--- config.mk ---
export PLATFORM = sky130hd
export DESIGN_NAME = tbldc_core
export DESIGN_NICKNAME = d
export VERILOG_FILES = /design/src/tbldc_core.v
export VERILOG_INCLUDE_DIRS = /design/src
export SDC_FILE = /design/constraint.sdc
export NUM_CORES = 1
export LEC_CHECK = 0
export ABC_AREA = 1
export BUFFER_PORTS_ARGS = -buffer_cell sky130_fd_sc_hd__buf_4
export CAP_MARGIN = 40
export CORE_MARGIN = 4
export CORE_UTILIZATION = 51
export CTS_BUF_LIST = sky130_fd_sc_hd__clkbuf_4 sky130_fd_sc_hd__clkbuf_8
export DETAILED_ROUTE_END_ITERATION = 16
export PLACE_DENSITY = 0.75
export SYNTH_ARGS = -nofsm -noshare
export SYNTH_HDL_FRONTEND = slang
export SYNTH_SLANG_ARGS = --single-unit
--- constraint.sdc ---
create_clock -name ref_clk -period 4.1 [get_ports ref_clk]
set_clock_uncertainty 0.1 [all_clocks]
set_input_delay 0.205 -clock ref_clk [delete_from_list [all_inputs] [get_ports ref_clk]]
set_output_delay 0.205 -clock ref_clk [all_outputs]
set_load 0.005 [all_outputs]
--- src/tbldc_defs.vh ---
`ifndef TBLDC_DEFS_VH
`define TBLDC_DEFS_VH
// ****************************************
// Register indices
// ****************************************
`define TBLDC_REG_SEL_A     4'h0
`define TBLDC_REG_SEL_B     4'h1
`define TBLDC_REG_SEL_C     4'h2
`define TBLDC_REG_FADE_ON   4'h3
`define TBLDC_REG_FULL_ON   4'h4
`define TBLDC_REG_FADE_OFF  4'h5
`define TBLDC_REG_OFF_ONE   4'h6
`define TBLDC_REG_OFF_TWO   4'h7
`define TBLDC_REG_MAX_INT   4'h8
`define TBLDC_REG_MASTER    4'h9
`define TBLDC_REG_INIT      4'hA
`define TBLDC_REG_LAST      4'hA
// ****************************************
// Reset values
// ****************************************
`define TBLDC_RST_SEL       8'h00
`define TBLDC_RST_TIME      8'h44
`define TBLDC_RST_MAX_INT   8'hFF
`define TBLDC_RST_MASTER    8'h0F
// ****************************************
// Bus fields and timing
// ****************************************
`define TBLDC_DEV_ADDR      7'h45
`define TBLDC_AUTO_INC_BIT  4
`define TBLDC_RW_BIT        0
`define TBLDC_CLK_HZ        20000000
`define TBLDC_PERIOD_US     8000
`define TBLDC_PERIOD_CYC    ((`TBLDC_CLK_HZ / 1000000) * `TBLDC_PERIOD_US)
`define TBLDC_PHASE_MS      256
`define TBLDC_PHASE_PERIODS (`TBLDC_PHASE_MS * 1000 / `TBLDC_PERIOD_US)
`define TBLDC_TIME_STEPS    4
`define TBLDC_STEP_PERIODS  (`TBLDC_PHASE_PERIODS / `TBLDC_TIME_STEPS)
`define TBLDC_DUTY_SLOTS    256
`endif

--- src/tbldc_core.v ---
`timescale 1ns/10ps
`include "tbldc_defs.vh"
// Summary of operation
// - Each of seven outputs picks one of eight modes from three select registers.
// - After reset every output is released, not driven low.
// - Outputs form two banks with independent rate and intensity.
// - Intensity is duty cycle of an about 8 ms period waveform.
// - Two dimming engines on one timebase; engine n drives bank n.
// - Select mode 5 drives an output from the master wave instead of a bank engine.
// - Programmed master level replaces both engines' maximum intensity.
// - Master level is the low four bits of the one-shot/master register.
// - Enable low means shutdown with all LEDs off.
// - Enable low resets all registers and the bus state machine.
// - Every timing field defaults to 256 ms.
// - Maximum intensity has 16 steps from off to fully on.
// - Fades step one of 256 duty levels per period.
// - Unused outputs act as software open-drain outputs.
// - Outputs support on, off, blink and fade at programmed rates.
// - Address byte bit 0: one reads, zero writes.
// - With auto-increment set, index advances per written byte, wraps after init.
// - Command bytes naming reserved indices are not acknowledged.
module tbldc_core #(
  parameter PERIOD_CYC = `TBLDC_PERIOD_CYC,
  parameter PHASE_DIV  = `TBLDC_STEP_PERIODS
) (
  input  wire       ref_clk,
  input  wire       reset_n,
  input  wire       enable_n_pin,
  input  wire       scl_in,
  input  wire       sda_in,
  output reg        sda_oe_r,
  output reg  [6:0] led_oe_r
);
// ****************************************
// Synchronisers
// ****************************************
reg [1:0] scl_s_r, sda_s_r, en_s_r;
reg       scl_d_r, sda_d_r;
always @(posedge ref_clk or negedge reset_n) begin
  if (!reset_n) begin
    scl_s_r <= 2'h3;
    sda_s_r <= 2'h3;
    en_s_r  <= 2'h0;
    scl_d_r <= 1'b1;
    sda_d_r <= 1'b1;
  end else begin
    scl_s_r <= {scl_s_r[0], scl_in};
    sda_s_r <= {sda_s_r[0], sda_in};
    en_s_r  <= {en_s_r[0], enable_n_pin};
    scl_d_r <= scl_s_r[1];
    sda_d_r <= sda_s_r[1];
  end
end
wire scl = scl_s_r[1];
wire sda = sda_s_r[1];
wire en  = en_s_r[1];
wire scl_rise = scl & ~scl_d_r;
wire scl_fall = ~scl & scl_d_r;
wire start_c  = scl & scl_d_r & sda_d_r & ~sda;
wire stop_c   = scl & scl_d_r & ~sda_d_r & sda;
// ****************************************
// Bus state machine and registers
// ****************************************
localparam ST_IDLE = 3'h0;
localparam ST_ADDR = 3'h1;
localparam ST_CMD  = 3'h2;
localparam ST_DATA = 3'h3;
localparam ST_RD   = 3'h4;
localparam ST_SKIP = 3'h5;
reg [2:0] st_r;
reg [3:0] bit_r;
reg [7:0] sh_r;
reg       ack_r;
reg       rd_ack_r;
reg [3:0] idx_r;
reg       ainc_r;
reg [7:0] regs_r [0:9];
reg [7:0] rd_sh_r;
integer   i;
wire [7:0] byte_in = {sh_r[6:0], sda};
always @(posedge ref_clk or negedge reset_n) begin
  if (!reset_n) begin
    st_r <= ST_IDLE; bit_r <= 4'h0; sh_r <= 8'h00; ack_r <= 1'b0;
    rd_ack_r <= 1'b0; idx_r <= 4'h0; ainc_r <= 1'b0; rd_sh_r <= 8'h00;
    sda_oe_r <= 1'b0;
    for (i = 0; i < 10; i = i + 1) regs_r[i] <= 8'h00;
  end else if (!en) begin
    st_r <= ST_IDLE; bit_r <= 4'h0; ack_r <= 1'b0; idx_r <= 4'h0;
    ainc_r <= 1'b0; sda_oe_r <= 1'b0; rd_ack_r <= 1'b0;
    for (i = 0; i < 3; i = i + 1) regs_r[i] <= `TBLDC_RST_SEL;
    for (i = 3; i < 8; i = i + 1) regs_r[i] <= `TBLDC_RST_TIME;
    regs_r[8] <= `TBLDC_RST_MAX_INT;
    regs_r[9] <= `TBLDC_RST_MASTER;
  end else if (start_c) begin
    st_r <= ST_ADDR; bit_r <= 4'h0; ack_r <= 1'b0; sda_oe_r <= 1'b0;
  end else if (stop_c) begin
    st_r <= ST_IDLE; ack_r <= 1'b0; sda_oe_r <= 1'b0;
  end else if (scl_rise) begin
    if (ack_r) begin
      rd_ack_r <= sda;
    end else if (st_r != ST_IDLE && st_r != ST_SKIP && st_r != ST_RD) begin
      sh_r <= byte_in;
      bit_r <= bit_r + 4'h1;
    end
  end else if (scl_fall) begin
    if (ack_r) begin
      ack_r <= 1'b0; sda_oe_r <= 1'b0; bit_r <= 4'h0;
      if (st_r == ST_RD) begin
        if (rd_ack_r) st_r <= ST_SKIP;
        else begin
          rd_sh_r <= (idx_r < 4'hA) ? regs_r[idx_r] : 8'h00;
          sda_oe_r <= (idx_r < 4'hA) ? ~regs_r[idx_r][7] : 1'b0;
        end
      end
    end else if (st_r == ST_RD) begin
      if (bit_r == 4'h7) begin
        bit_r <= 4'h0; ack_r <= 1'b1; sda_oe_r <= 1'b0; rd_ack_r <= 1'b0;
      end else begin
        bit_r <= bit_r + 4'h1;
        rd_sh_r <= {rd_sh_r[6:0], 1'b0};
        sda_oe_r <= ~rd_sh_r[6];
      end
    end else if (bit_r == 4'h8) begin
      bit_r <= 4'h0;
      case (st_r)
        ST_ADDR: begin
          if (sh_r[7:1] == `TBLDC_DEV_ADDR) begin
            ack_r <= 1'b1; sda_oe_r <= 1'b1;
            st_r <= sh_r[`TBLDC_RW_BIT] ? ST_RD : ST_CMD;
            if (sh_r[`TBLDC_RW_BIT]) rd_sh_r <= (idx_r < 4'hA) ? regs_r[idx_r] : 8'h00;
          end else st_r <= ST_SKIP;
        end
        ST_CMD: begin
          if (sh_r[3:0] > `TBLDC_REG_LAST) st_r <= ST_SKIP;
          else begin
            ack_r <= 1'b1; sda_oe_r <= 1'b1; st_r <= ST_DATA;
            idx_r <= sh_r[3:0]; ainc_r <= sh_r[`TBLDC_AUTO_INC_BIT];
          end
        end
        ST_DATA: begin
          ack_r <= 1'b1; sda_oe_r <= 1'b1;
          if (idx_r < `TBLDC_REG_INIT) regs_r[idx_r] <= sh_r;
          if (ainc_r) idx_r <= (idx_r == `TBLDC_REG_LAST) ? 4'h0 : idx_r + 4'h1;
        end
        default: st_r <= ST_SKIP;
      endcase
    end
  end else if (st_r == ST_RD && bit_r == 4'h0 && !ack_r && sda_oe_r == 1'b0
               && scl_d_r == 1'b0 && rd_sh_r[7] == 1'b0 && !rd_ack_r) begin
    sda_oe_r <= 1'b1;
  end
end
// ****************************************
// Shared period counter and engines
// ****************************************
localparam SLOT_CYC = PERIOD_CYC / `TBLDC_DUTY_SLOTS;
reg  [15:0] slot_cnt_r;
reg  [7:0]  duty_pos_r;
reg  [7:0]  phase_div_r;
// Period split into 256 equal duty slots, whatever the clock
wire        slot_end = (slot_cnt_r == SLOT_CYC - 1);
wire        per_end  = slot_end && (duty_pos_r == 8'hFF);
wire        tick     = per_end && (phase_div_r == PHASE_DIV - 1);
always @(posedge ref_clk or negedge reset_n) begin
  if (!reset_n) begin
    slot_cnt_r <= 16'h0000;
    duty_pos_r <= 8'h00;
    phase_div_r <= 8'h00;
  end else if (!en) begin
    slot_cnt_r <= 16'h0000;
    duty_pos_r <= 8'h00;
    phase_div_r <= 8'h00;
  end else begin
    slot_cnt_r <= slot_end ? 16'h0000 : slot_cnt_r + 16'h0001;
    if (slot_end)
      duty_pos_r <= duty_pos_r + 8'h01;
    if (per_end)
      phase_div_r <= tick ? 8'h00 : phase_div_r + 8'h01;
  end
end
wire [7:0] duty_pos = duty_pos_r;
wire [3:0] master_lvl = regs_r[9][3:0];
wire       master_max = regs_r[9][7];
// Top level must light every slot, so level 15 is forced fully on
wire       master_wave = (master_lvl == 4'hF) || ({master_lvl, master_lvl} > duty_pos);
wire [1:0] eng_wave;
genvar g;
generate for (g = 0; g < 2; g = g + 1) begin : eng
  reg  [1:0] ph_r;
  reg  [7:0] lvl_r;
  reg  [3:0] tmr_r;
  reg        wave_r;
  wire [3:0] maxi = master_max ? master_lvl :
                    (g == 0 ? regs_r[8][3:0] : regs_r[8][7:4]);
  wire [7:0] top  = {maxi, maxi};
  wire [7:0] tfld = regs_r[3 + ph_r];
  wire [3:0] tsel = (g == 0) ? tfld[3:0] : tfld[7:4];
  assign eng_wave[g] = wave_r;
  always @(posedge ref_clk or negedge reset_n) begin
    if (!reset_n) begin
      ph_r <= 2'h0;
      lvl_r <= 8'h00;
      tmr_r <= 4'h0;
      wave_r <= 1'b0;
    end else if (!en) begin
      ph_r <= 2'h0;
      lvl_r <= 8'h00;
      tmr_r <= 4'h0;
      wave_r <= 1'b0;
    end else begin
      wave_r <= (lvl_r == 8'hFF) || (lvl_r > duty_pos);
      if (per_end && ph_r == 2'h0 && lvl_r < top)
        lvl_r <= lvl_r + 8'h01;
      else if (per_end && ph_r == 2'h2 && lvl_r != 8'h00)
        lvl_r <= lvl_r - 8'h01;
      else if (ph_r == 2'h1)
        lvl_r <= top;
      else if (ph_r == 2'h3)
        lvl_r <= 8'h00;
      if (tick) begin
        // Field counts quarter steps: the default of 4 gives 256 ms
        if ({1'b0, tmr_r} + 5'h01 >= {1'b0, tsel}) begin
          tmr_r <= 4'h0;
          ph_r <= ph_r + 2'h1;
        end else begin
          tmr_r <= tmr_r + 4'h1;
        end
      end
    end
  end
end endgenerate
// ****************************************
// Output mode select
// ****************************************
reg [6:0] drive_nxt;
reg [2:0] mode;
integer   k;
always @* begin
  drive_nxt = 7'h00;
  mode = 3'h0;
  for (k = 0; k < 7; k = k + 1) begin
    mode = {regs_r[2][k], regs_r[1][k], regs_r[0][k]};
    case (mode)
      3'h0, 3'h1: drive_nxt[k] = 1'b0;
      3'h2:       drive_nxt[k] = eng_wave[0];
      3'h3:       drive_nxt[k] = eng_wave[1];
      3'h4:       drive_nxt[k] = 1'b1;
      3'h5:       drive_nxt[k] = master_wave;
      3'h6:       drive_nxt[k] = eng_wave[0];
      default:    drive_nxt[k] = eng_wave[1];
    endcase
  end
end
always @(posedge ref_clk or negedge reset_n) begin
  if (!reset_n) led_oe_r <= 7'h00;
  else led_oe_r <= en ? drive_nxt : 7'h00;
end
endmodule

Word-level counts from Yosys, hierarchy flattened
Cells that the tools add are included.
- add/sub/neg operators: 17
- order comparisons: 13
- eq/ne operators: 103
- multiplexer cells: 157
- bitwise logic cells: 22
- reductions and logical operators: 67
- operators by type and width (kind ; number):
    2-to-1 mux 80 bit ; 10
    2-to-1 mux 8 bit ; 30
    2-to-1 mux 4 bit ; 32
    binary-select mux 8 bit (select 4 bit) ; 3
    bitwise mux 80 bit ; 1
    == test 3 bit (second input constant) ; 22
    >= comparator 33 x 5 -> 1 bit (second input constant) ; 2
    NOT 3 -> 33 bit ; 2
    2-to-1 mux 1 bit ; 47
    2-to-1 mux 3 bit ; 13
    adder 8 x 1 -> 8 bit (second input constant) ; 4
    demux 8 bit (select 4 bit) ; 1
    2-to-1 mux 16 bit ; 2
    one-hot mux 1 bit (4 select lines) ; 7
    OR reduction 2 bit ; 14
    == test 3 x 2 -> 1 bit (second input constant) ; 9
    == test 3 x 1 -> 1 bit (second input constant) ; 8
    == test 8 bit (second input constant) ; 3
    > comparator 8 bit ; 3
    != test 2 x 1 -> 1 bit (second input constant) ; 11
    zero test 3 bit ; 7
    != test 3 bit (second input constant) ; 7
    != test 5 x 1 -> 1 bit (second input constant) ; 4
    logical AND 1 bit ; 19
    53 further kinds ; 118
- register bits after elaboration: 188
- input bits: 5
- output and inout bits: 8
- logic and storage cells: 415

Depth between registers and ports, before layout
Gate-level depths: netlist of the first run.
- word-level depth: 16
- gate-level depth with buffers: 18
- mapped depth without buffers: 15

Least setup slack after synthesis of the first run
No wires, ideal clock.
- path type: reg2reg
- from: reg eng[1].ph_r[0]
- to: reg eng[1].tmr_r[0]
- library setup time: 73 ps
- arrival: 3195 ps
- required time: 3927 ps
- slack: 732 ps
- stages on the path, launching flop included: 18
- buffers on the path: 3
- clock period less this slack: 3368 ps
- cell sequence: dfrtp_1 clkbuf_1 clkinv_1 clkbuf_1 ha_1 clkbuf_1 clkinv_1 a21oi_1 o21ai_0 nand3_1 nand2_1 ha_1 a21oi_1 nand3b_1 nand4_1 nor2_1 a21oi_2 a21oi_2
- cells in the longest elaborated chain, start to end: 9
- RTL lines (element ; RTL line ; text):
    start, declared ; tbldc_core.v:189 ; reg [1:0] ph_r;
    start signal, assigned ; tbldc_core.v:224 ; ph_r <= ph_r + 2'h1;
    adder 2 x 2 -> 3 bit ; tbldc_core.v:196 ; wire [7:0] tfld = regs_r[3 + ph_r];
    NOT 3 -> 33 bit (not written as such) ; tbldc_core.v:196 ;
    binary-select mux 8 bit (select 4 bit) ; tbldc_core.v:196 ;
    2-to-1 mux 8 bit (not written as such) (2 in a row) ; tbldc_core.v:196 ;
    >= comparator 5 x 4 -> 1 bit ; tbldc_core.v:222 ; if ({1'b0, tmr_r} + 5'h01 >= {1'b0, tsel}) begin
    2-to-1 mux 4 bit ; tbldc_core.v:222 ;
    2-to-1 mux 4 bit ; tbldc_core.v:220 ; if (tick) begin
    2-to-1 mux 4 bit ; tbldc_core.v:205 ; end else if (!en) begin
    end signal, assigned ; tbldc_core.v:226 ; tmr_r <= tmr_r + 4'h1;
    end, declared ; tbldc_core.v:191 ; reg [3:0] tmr_r;
Every way passes these cells. The select of a mux whose other input is x is not followed.
A chain may end at the register's enable or synchronous reset.

Worst setup path in the final report of the first run
- from: reg eng[0].ph_r[0]
- to: reg eng[0].tmr_r[0]
- cells in the longest elaborated chain, start to end: 9
- RTL lines (element ; RTL line):
    start, declared ; tbldc_core.v:189
    start signal, assigned ; tbldc_core.v:224
    adder 2 x 2 -> 3 bit ; tbldc_core.v:196
    NOT 3 -> 33 bit (not written as such) ; tbldc_core.v:196
    binary-select mux 8 bit (select 4 bit) ; tbldc_core.v:196
    2-to-1 mux 4 bit (not written as such) (2 in a row) ; tbldc_core.v:196
    >= comparator 5 x 4 -> 1 bit ; tbldc_core.v:222
    2-to-1 mux 4 bit ; tbldc_core.v:222
    2-to-1 mux 4 bit ; tbldc_core.v:220
    2-to-1 mux 4 bit ; tbldc_core.v:205
    end signal, assigned ; tbldc_core.v:226
    end, declared ; tbldc_core.v:191
Every way passes these cells. The select of a mux whose other input is x is not followed.

==> flow_summary.ini, run 1 <==
[setup_path]
path_cells = clkinv_1, buf_4, ha_1, inv_1, a21oi_1, o21ai_0, nand3_1, o21ai_0, ha_1, a21oi_1, nand3b_1, nand4_1, nor2_1, a21oi_2, a21oi_2
r2r-start = eng[0].ph_r[0]
worstSetupStartpoint = eng[0].ph_r[0]
r2r-end = eng[0].tmr_r[0]
start_kind = flip-flop
end_kind = flip-flop
reg2reg_depth = 15
crit_slowest_cell = dfrtp_1
critPathMaxStageDelay_ps = 720
worstPathRequired_ps = 4440
rrSetupSlack_ps = 590
cp_top_family = adder cells
cp_max_fo = 21
worst-setup-path-type = flip-flop to flip-flop
worstPathArrival_ps = 3850
critPathBufInv = 3
crit_path_end = eng[0].tmr_r[0]
cp.depth = 15

[placed_design]
globalplace.congestion = 0.9389
place_area_um2 = 12550
dp_slack_ps = 635.8
io_buffer_count = 12
dp_hpwl_um = 24030

[sta]
whs_ps = 229.8
fmax_mhz = 284.6
period_share_pct = 85.70
layout_min_cycle_time_ps = 3514
slew_violations = 0
rsz0062_at_grt = false
tightestPinTransition_ps = 801.1
hold_viol_final = 0
max_slew_margin_pct = 46.59
timing.final.ws_setup_ps = 586.5
setup_viol = 0
finalSetupTns_ps = 0

[clock_network]
cts_tree = yes
clock_latency_ps = 510
htreeDepth = 4
clockBufferDepth = 2
cts_root_buf = clkbuf_8
cts.clk_slew.worst_paths_ps = 110
ctsResizeCount = 0
post-cts-setup-buffers = 0
cts_buffers = 17
cts_sinks = 188

[global_routing]
grt_max_degree = 100
antenna_found_initial = 0
grt_pass1_wl_um = 54510
overflow = 0
grt_usage_pct = 25.31
first_global_vias = 10680

[status]
status = completed

[logic_synthesis]
yosys_register_bits = 188
synth_cell_types = 51
synth_top_area_share_pct = 37.36
syn_nets = 1696
synth_cells = 1621
synth_compound_area_share_pct = 17.76
synth_area_leaders = dfrtp_1 (37%), nand2_1 (10%), ha_1 (7.2%)
synth_top_family_by_area = simple AND/OR/NAND/NOR gates
synthAdderAreaFrac_pct = 7.185
synth_xor_area_share_pct = 1.940
avgSynthCellArea_um2 = 7.520
synthMuxAreaShare_pct = 0
yosysSeqAreaShare_pct = 38.65
synth_most_common_cell = nand2_1
synth.cell_area_um2 = 12190
synth_commonest_cells = nand2_1 (336), inv_1 (209), dfrtp_1 (182)
synth_warnings = 0
synth_top_area_cell = dfrtp_1
synthArstFlopShare_pct = 100.0
synth-simple-area-share_pct = 25.82
synth_edf_count = 0
ys.flop_type = dfrtp_1

[final_layout]
area_growth_pct = 6.743
diodes = 0
nets = 1699
drive_above_1_share_pct = 6.048
design_area_um2 = 13010

[floorplanning]
die_w_um = 162.6
start_util_pct = 51.93
die_area_um2 = 26440
core-area_um2 = 23470
row_count = 56
num_io_pins = 13
die_y_um = 162.6

[drt]
drt_first_iter_violations = 1259
via_count = 11440
drt_wl_total_um = 32990
drt_pre_antenna_iters = 5
routedWlPerCell_um = 16.87
drt-vias-per-instance = 5.846
drc = 0
antenna_left = 0

[power_and_ir_drop]
p_leak_nw = 6.124
vdd_ir_drop_max_mv = 0.2224
p_total_mw = 6.013
power_density_nw_per_um2 = 462.1

[min_path]
hp-class = input pin to asynchronous set/reset pin

[flow_run]
drv_cap = 0
-- cell families (layout without fill, tap and decap cells) --
group,Yosys count,in the layout
buffers and inverters,264,280
XOR/XNOR,27,27
AO/OA/AOI/OAI,373,373
adder cells (fa/ha/maj),70,70
AND/OR/NAND/NOR,699,699
flip-flops,188,188
-- state kept, by name, indices dropped and copies added (netlist names), 2 cells and up --
signal	count
regs_r	72
eng.lvl_r	16
slot_cnt_r	16
duty_pos	8
eng.tmr_r	8
phase_div_r	8
rd_sh_r	8
sh_r	8
led_oe_r	7
bit_r	4
eng.ph_r	4
idx_r	4
master_lvl	4
mode	3
st_r	3
en_s_r	2
eng.wave_r	2
scl_s_r	2
sda_s_r	2
-- stage by stage --
stage | std cells | utilization [%]
final | 1956 | 55.44
after global routing | 1956 | 55.44
after CTS | 1956 | 55.44
after detailed placement | 1920 | 53.49
after global placement | 1920 | 53.49
after floorplan | 1621 | -
-- worst register-to-register path: stages, from the launching register on --
cell and delay [ps]:
dfrtp_1 720, clkinv_1 160, buf_4 220, ha_1 490, inv_1 210, a21oi_1 150
o21ai_0 100, nand3_1 70, o21ai_0 80, ha_1 320, a21oi_1 150, nand3b_1 110
nand4_1 120, nor2_1 260, a21oi_2 100, a21oi_2 100
-- repair_timing --
item	4_1_cts	5_1_grt
endpoints found under the hold margin	93	0
setup endpoints to repair	0	0
hold buffers	4	0
-- worst min-delay path by stage --
| stage | from | endpoint | cells past startpoint |
|---|---|---|---|
| finish | reset_n | slot_cnt_r[5] | 2 |
| global route | enable_n_pin | en_s_r[0] | 2 |
| CTS | sda_in | sda_s_r[0] | 2 |
| detailed placement | sda_in | sda_s_r[0] | 1 |
| global placement | sda_in | sda_s_r[0] | 1 |
| floorplan | reset_n | ack_r | 0 |
-- report_power, final --
group	switching, mW	internal (mW)
sequential	0.330	2.05
combinational	1.49	0.835
clock	0.831	0.473
total	2.65	3.36
-- layout by cell type, fill, tap and decap left out, types with 8 or more instances in the layout --
master | Yosys | layout
nor3_1 | 21 | 21
nand4_1 | 64 | 64
clkbuf_8 | 0 | 18
nor2_1 | 125 | 125
buf_4 | 2 | 21
a21oi_1 | 114 | 114
nand3_1 | 125 | 125
inv_1 | 209 | 209
o21ai_0 | 124 | 124
ha_1 | 70 | 70
o22ai_1 | 90 | 90
dfrtp_1 | 182 | 181
clkinv_1 | 10 | 10
xor2_1 | 22 | 22
nand2_1 | 336 | 336
o31ai_1 | 8 | 8
-- routing by layer --
layer	wire (µm)	share of wire, %	vias up	track usage [%]
met5	0	0	-	0
met4	933	2.8	0	7.663
met3	2487	7.5	79	5.163
met2	14960	45	421	39.26
met1	14610	44	5430	36.02
li1	-	-	5505	-
-- layout make-up --
type	count	area (µm²)
fill	2195	10460
timing repair buffer	26	211.5
inverter	222	845.8
tap	319	399.1
clock buffer	17	234.0
sequential	188	4713
clock inverter	15	183.9
multi-input combinational	1169	6425
Note: power is estimated with default switching activity, not from simulation.
==> inputs of run 2 (changes only) <==
--- a/config.mk
+++ b/config.mk
@@ -9,7 +9,6 @@
 export ABC_AREA = 1
 export BUFFER_PORTS_ARGS = -buffer_cell sky130_fd_sc_hd__buf_4
 export CAP_MARGIN = 40
-export CORE_MARGIN = 4
 export CORE_UTILIZATION = 51
 export CTS_BUF_LIST = sky130_fd_sc_hd__clkbuf_4 sky130_fd_sc_hd__clkbuf_8
 export DETAILED_ROUTE_END_ITERATION = 16
==> run 2 against run 1 <==
Effect of this change: utilization is essentially flat; via count shrank 1.3%; die area decreased by 7.2%; critical path depth down 1; register-to-register slack improved by 140 ps; flip-flop and latch count unchanged; total power is 0.48% higher; cell count fell by 0.10%.
==> flow_summary.ini, run 2 (synthesis gave the netlist of run 1 again) <==
[global_routing]
antenna_found_initial = 0
overflow = 0
grt_max_degree = 96
grt_pass1_wl_um = 53570
first_global_vias = 10410
grt_usage_pct = 27.78

[drt]
drt_wl_total_um = 32520
antenna_left = 0
drt_pre_antenna_iters = 7
routedWlPerCell_um = 16.64
drt_first_iter_violations = 1254
via_count = 11290
drc = 0
drt-vias-per-instance = 5.777

[sta]
finalSetupTns_ps = 0
fmax_mhz = 296.3
max_slew_margin_pct = 41.92
setup_viol = 0
rsz0062_at_grt = false
layout_min_cycle_time_ps = 3374
tightestPinTransition_ps = 869.1
period_share_pct = 82.30
slew_violations = 0
timing.final.ws_setup_ps = 725.6
hold_viol_final = 0

[clock_network]
cts_sinks = 188
cts.clk_slew.worst_paths_ps = 100
htreeDepth = 4
cts_tree = yes
post-cts-setup-buffers = 0
cts_buffers = 17
clockBufferDepth = 2
ctsResizeCount = 0
cts_root_buf = clkbuf_8
clock_latency_ps = 470

[setup_path]
rrSetupSlack_ps = 730
worstPathArrival_ps = 3670
r2r-start = eng[1].ph_r[0]
r2r-end = eng[1].tmr_r[0]
reg2reg_depth = 14
start_kind = flip-flop
worstPathRequired_ps = 4390
end_kind = flip-flop
cp_max_fo = 21
worst-setup-path-type = flip-flop to flip-flop

[placed_design]
dp_slack_ps = 820.6
io_buffer_count = 12
dp_hpwl_um = 23940
place_area_um2 = 12550
globalplace.congestion = 0.9757

[power_and_ir_drop]
p_comb_share_pct = 38.6
vdd_ir_drop_max_mv = 0.2724
pwr-share-seq_pct = 39.4
clockPowerShare_pct = 22.0
switching_power_mw = 2.504
switching_share_pct = 41.45
p_leak_nw = 6.130
internal_power_mw = 3.538
power_density_nw_per_um2 = 464.1

[final_layout]
nets = 1697
top_register = regs_r
drive_above_1_share_pct = 5.933
area_growth_pct = 6.805
largest_reg_flops = 72
fill_cells = 2194
final_cell_mix = nand2_1 (336), inv_1 (209), dfrtp_1 (181)
top_regs = regs_r x72, eng.lvl_r x16, slot_cnt_r x16
diodes = 0
layout.core_utilization_pct = 55.47
layout_commonest_cell = nand2_1
design_area_um2 = 13020

[floorplanning]
die_y_um = 156.6
row_count = 56
start_util_pct = 51.93
die_area_um2 = 24530
core-area_um2 = 23470
die_w_um = 156.6
num_io_pins = 13

[status]
status = completed

[min_path]
hp-class = input pin to asynchronous set/reset pin

[flow_run]
drv_cap = 0
[run 2: changes by cell type in the layout (fill, tap and decap cells not counted)]
cell	delta
inv_6	-2
bufinv_16	+3
buf_12	+1
clkbuf_8	+2
inv_8	-2
clkbuf_4	+1
inv_12	-1
buf_4	-3
clkinv_2	+3
clkinvlp_4	+1
clkinv_8	-5
[run 2: final cells by class]
cell class                      instances  area [µm²]  share of cell area [%]
Inverter                              222       845.8                   6.496
Clock inverter                         12       158.9                   1.220
Sequential cell                       188        4713                   36.20
Multi-Input combinational cell       1169        6425                   49.35
Tap cell                              319       399.1                   3.066
Clock buffer                           20       269.0                   2.066
Timing Repair Buffer                   24       209.0                   1.605
[run 2: power by group through the flow]
stage | clock network, mW | logic [mW] | registers (mW)
3_3_place_gp | 0 | 2.22 | 2.40
3_5_place_dp | 0 | 2.29 | 2.40
4_1_cts | 1.37 | 2.31 | 2.37
5_1_grt | 1.45 | 2.67 | 2.41
6_report | 1.33 | 2.33 | 2.38
2_1_floorplan | 0 | 1.84 | 2.24
[run 2: per-layer routing]
layer  wire, µm  share of wire (%)  global-route usage (%)  vias to the layer above
met1      14670                 45                   39.04                     5278
met2      14680                 45                   43.28                      452
met5          0                  0                       0                        -
met3       2428                7.5                   5.262                       55
li1           -                  -                       -                     5503
met4        742                2.3                   8.450                        0
[run 2: per-stage QoR]
step	std cells	power [mW]	hold WS (ps)
floorplan	1621	4.088	-190.6
global placement	1918	4.617	214.4
detailed placement	1918	4.697	216.0
CTS	1954	6.042	258.6
global route	1954	6.532	262.4
finish	1954	6.042	242.7
[run 2: how the worst max path moves through the flow]
stage                         from               to  slack [ps]
floorplan           eng[1].ph_r[0]  eng[1].tmr_r[0]         730
global placement    eng[1].ph_r[0]  eng[1].tmr_r[0]         950
detailed placement  eng[1].ph_r[0]  eng[1].tmr_r[0]         820
CTS                 eng[1].ph_r[0]  eng[1].tmr_r[0]         790
global route        eng[1].ph_r[0]  eng[1].tmr_r[1]         280
finish              eng[1].ph_r[0]  eng[1].tmr_r[0]         730
[run 2: critical path: stages, from the launching register on]
cell	delay (ps)
dfrtp_1	710
clkinv_1	200
ha_1	480
clkinv_1	290
a21oi_1	180
o21ai_0	100
nand3_1	70
nand2_1	60
ha_1	310
a21oi_1	130
nand3b_1	120
nand4_1	120
nor2_1	260
a21oi_2	90
a21oi_2	100
[run 2: what timing repair did]
action / in CTS / in global routing
setup endpoints to repair: 0 / 0
hold buffers: 4 / 0
endpoints found under the hold margin: 96 / 0
==> inputs of run 3 (changes only) <==
--- a/config.mk
+++ b/config.mk
@@ -6,13 +6,13 @@
 export SDC_FILE = /design/constraint.sdc
 export NUM_CORES = 1
 export LEC_CHECK = 0
-export ABC_AREA = 1
+export ABC_AREA = 0
 export BUFFER_PORTS_ARGS = -buffer_cell sky130_fd_sc_hd__buf_4
 export CAP_MARGIN = 40
 export CORE_UTILIZATION = 51
 export CTS_BUF_LIST = sky130_fd_sc_hd__clkbuf_4 sky130_fd_sc_hd__clkbuf_8
 export DETAILED_ROUTE_END_ITERATION = 16
-export PLACE_DENSITY = 0.75
+export PLACE_DENSITY = 0.77
 export SYNTH_ARGS = -nofsm -noshare
 export SYNTH_HDL_FRONTEND = slang
 export SYNTH_SLANG_ARGS = --single-unit
==> constraint.sdc (replaced) <==
create_clock -name ref_clk -period 3.1 [get_ports ref_clk]
set_clock_uncertainty 0.1 [all_clocks]
set_input_delay 0.155 -clock ref_clk [delete_from_list [all_inputs] [get_ports ref_clk]]
set_output_delay 0.155 -clock ref_clk [all_outputs]
set_load 0.005 [all_outputs]
==> run 3 against run 2 <==
Effect of this change: global-route usage increased by 0.26 points; worst hold slack lost 160 ps; cell count is 14% lower; die area grew 1.5%; total power grew 53%; non-clock buffer count increased by 60; critical path type unchanged; the flow now finishes with violations (setup timing); via count shrank 3.6%; largest power group is now combinational logic; flip-flop and latch count stayed put.
==> flow_summary.ini, run 3 <==
[status]
status = finished with violations
violations = setup timing

[sta]
rsz0062_at_grt = true
whs_ps = 80.99
setup_viol = 1
hold_viol_final = 0
timing.final.ws_setup_ps = -31.40
slew_violations = 0
layout_min_cycle_time_ps = 3131
tightestPinTransition_ps = 793.9
fmax_mhz = 319.3
period_share_pct = 101.0
max_slew_margin_pct = 47.07

[drt]
via_count = 10890
routedWlPerCell_um = 19.86
drc = 0
antenna_left = 0
drt_wl_total_um = 33320
drt_first_iter_violations = 1011
drt-vias-per-instance = 6.487
drt_pre_antenna_iters = 6

[clock_network]
clock_latency_ps = 500
cts_root_buf = clkbuf_8
htreeDepth = 4
clockBufferDepth = 2
cts_sinks = 188
cts_tree = yes
cts_buffers = 17
cts.clk_slew.worst_paths_ps = 110

[floorplanning]
core-area_um2 = 23610
row_count = 56
start_util_pct = 52.39
die_y_um = 157.7
die_w_um = 157.7
die_area_um2 = 24880
num_io_pins = 13

[setup_path]
worst-setup-path-type = flip-flop to flip-flop
worstPathRequired_ps = 3410
worstPathArrival_ps = 3440
cp_max_fo = 6
start_kind = flip-flop
end_kind = flip-flop

[final_layout]
layout.core_utilization_pct = 57.99
top_register = regs_r
area_growth_pct = 10.68
top_regs = regs_r x72, eng.lvl_r x16, slot_cnt_r x16
layout_commonest_cell = dfrtp_1
stdcell_count = 1678
drive_above_1_share_pct = 16.11
diodes = 0
largest_reg_flops = 72
final_cell_mix = dfrtp_1 (178), nand2_1 (154), o21ai_0 (117)
nets = 1421

[logic_synthesis]
synthArstFlopShare_pct = 100.0
synth_area_leaders = dfrtp_1 (37%), ha_1 (7.1%), mux4_2 (5.8%)
synth_top_area_share_pct = 36.82
yosysSeqAreaShare_pct = 38.09
synth_edf_count = 0
synth_most_common_cell = dfrtp_1
synth_commonest_cells = dfrtp_1 (182), nand2_1 (155), o21ai_0 (118)
syn_nets = 1395
synth.cell_area_um2 = 12370
yosys_register_bits = 188
synth_warnings = 0
avgSynthCellArea_um2 = 9.372
ys.flop_type = dfrtp_1
synth_top_area_cell = dfrtp_1
synth_cells = 1320
synth_cell_types = 88

[placed_design]
dp_hpwl_um = 23320
io_buffer_count = 12
dp_cells = 1633
globalplace.congestion = 0.9676
dp_slack_ps = -19.90

[flow_run]
drv_cap = 0

[global_routing]
antenna_found_initial = 0
first_global_vias = 10460
overflow = 0
grt_usage_pct = 28.04
grt_pass1_wl_um = 54450
grt_max_degree = 62

[min_path]
hp-class = input pin to asynchronous set/reset pin

[power_and_ir_drop]
p_total_mw = 9.269
p_leak_nw = 5.547
vdd_ir_drop_max_mv = 0.3600
power_density_nw_per_um2 = 677.0
==> run 3: cell count changes after synthesis, sizes merged, moves of 29 or more <==
cell   before  now
nand2     342  155
inv       211   36
nand3     130   43
a21oi     127   53
o22ai      90   22
a22oi       2   69
nand4      64   17
mux4        0   32
nor2      131  101
mux2i       0   29
==> run 3: worst paths after layout <==
| path | start | slack, ps | to | depth (start not counted) |
|---|---|---|---|---|
| max in group asynchronous | reset_n | 1900 | en_s_r[1] | 3 |
| max | eng[1].ph_r[0] | -30 | eng[1].tmr_r[2] | 12 |
| min | reset_n | 80 | phase_div_r[0] | 2 |
| min reg2reg | en_s_r[0] | 250 | en_s_r[1] | 0 |
| max reg2reg | eng[1].ph_r[0] | -30 | eng[1].tmr_r[2] | 12 |
| min in group ref_clk | scl_in | 210 | scl_s_r[0] | 2 |
==> run 3: kinds of logic after synthesis <==
family,share of synthesized area [%]
AND/OR/NAND/NOR,18.11
AO/OA/AOI/OAI,20.74
flip-flops,38.09
buffers and inverters,3.975
multiplexers,9.447
adder cells (fa/ha/maj),7.080
XOR/XNOR,2.549
==> run 3: layout make-up <==
class	count	area [µm²]
Sequential cell	188	4717
Multi-Input combinational cell	1018	7296
Timing Repair Buffer	84	709.4
Clock buffer	18	247.7
Clock inverter	14	173.9
Inverter	37	148.9
Tap cell	319	399.1
Fill cell	2037	9921
==> run 3: power breakdown <==
group / internal (mW) / switching (mW)
Sequential: 2.79 / 0.619
Clock: 0.770 / 1.01
Combinational: 1.92 / 2.17
==> run 3: timing repair <==
action / CTS / global route
buffers inserted: 0 / 9
pin swaps: 0 / 7
hold buffers: 4 / 0
setup endpoints to repair: 4 / 18
endpoints found under the hold margin: 61 / 0
cloned: 0 / 0
gates resized for setup: 2 / 15
==> run 3: routing by layer <==
metal	vias to the layer above	wire length, µm	track usage (%)
li1	4960	-	-
met1	5293	14020	37.56
met2	517	15430	43.53
met3	115	2547	5.420
met4	0	1334	13.68
met5	-	0	0
==> run 3: worst max-delay path: stages, from the launching register on <==
cell and delay [ps]:
dfrtp_2 450, clkinv_4 90, ha_4 320, mux4_2 300, mux2_4 290, ha_4 200, nand2b_4 130, a21o_1 160
a21o_1 210, a2111oi_4 390, buf_4 210, nand3_2 80, mux2i_1 140
==> run 3: per-stage QoR <==
| stage | instance area [µm²] | setup TNS (ps) |
|---|---|---|
| after CTS | 13540 | 0 |
| after detailed placement | 13080 | -26.80 |
| after floorplan | 12480 | 0 |
| final | 13690 | -31.40 |
| after global placement | 13080 | 0 |
| after global routing | 13690 | -369.5 |
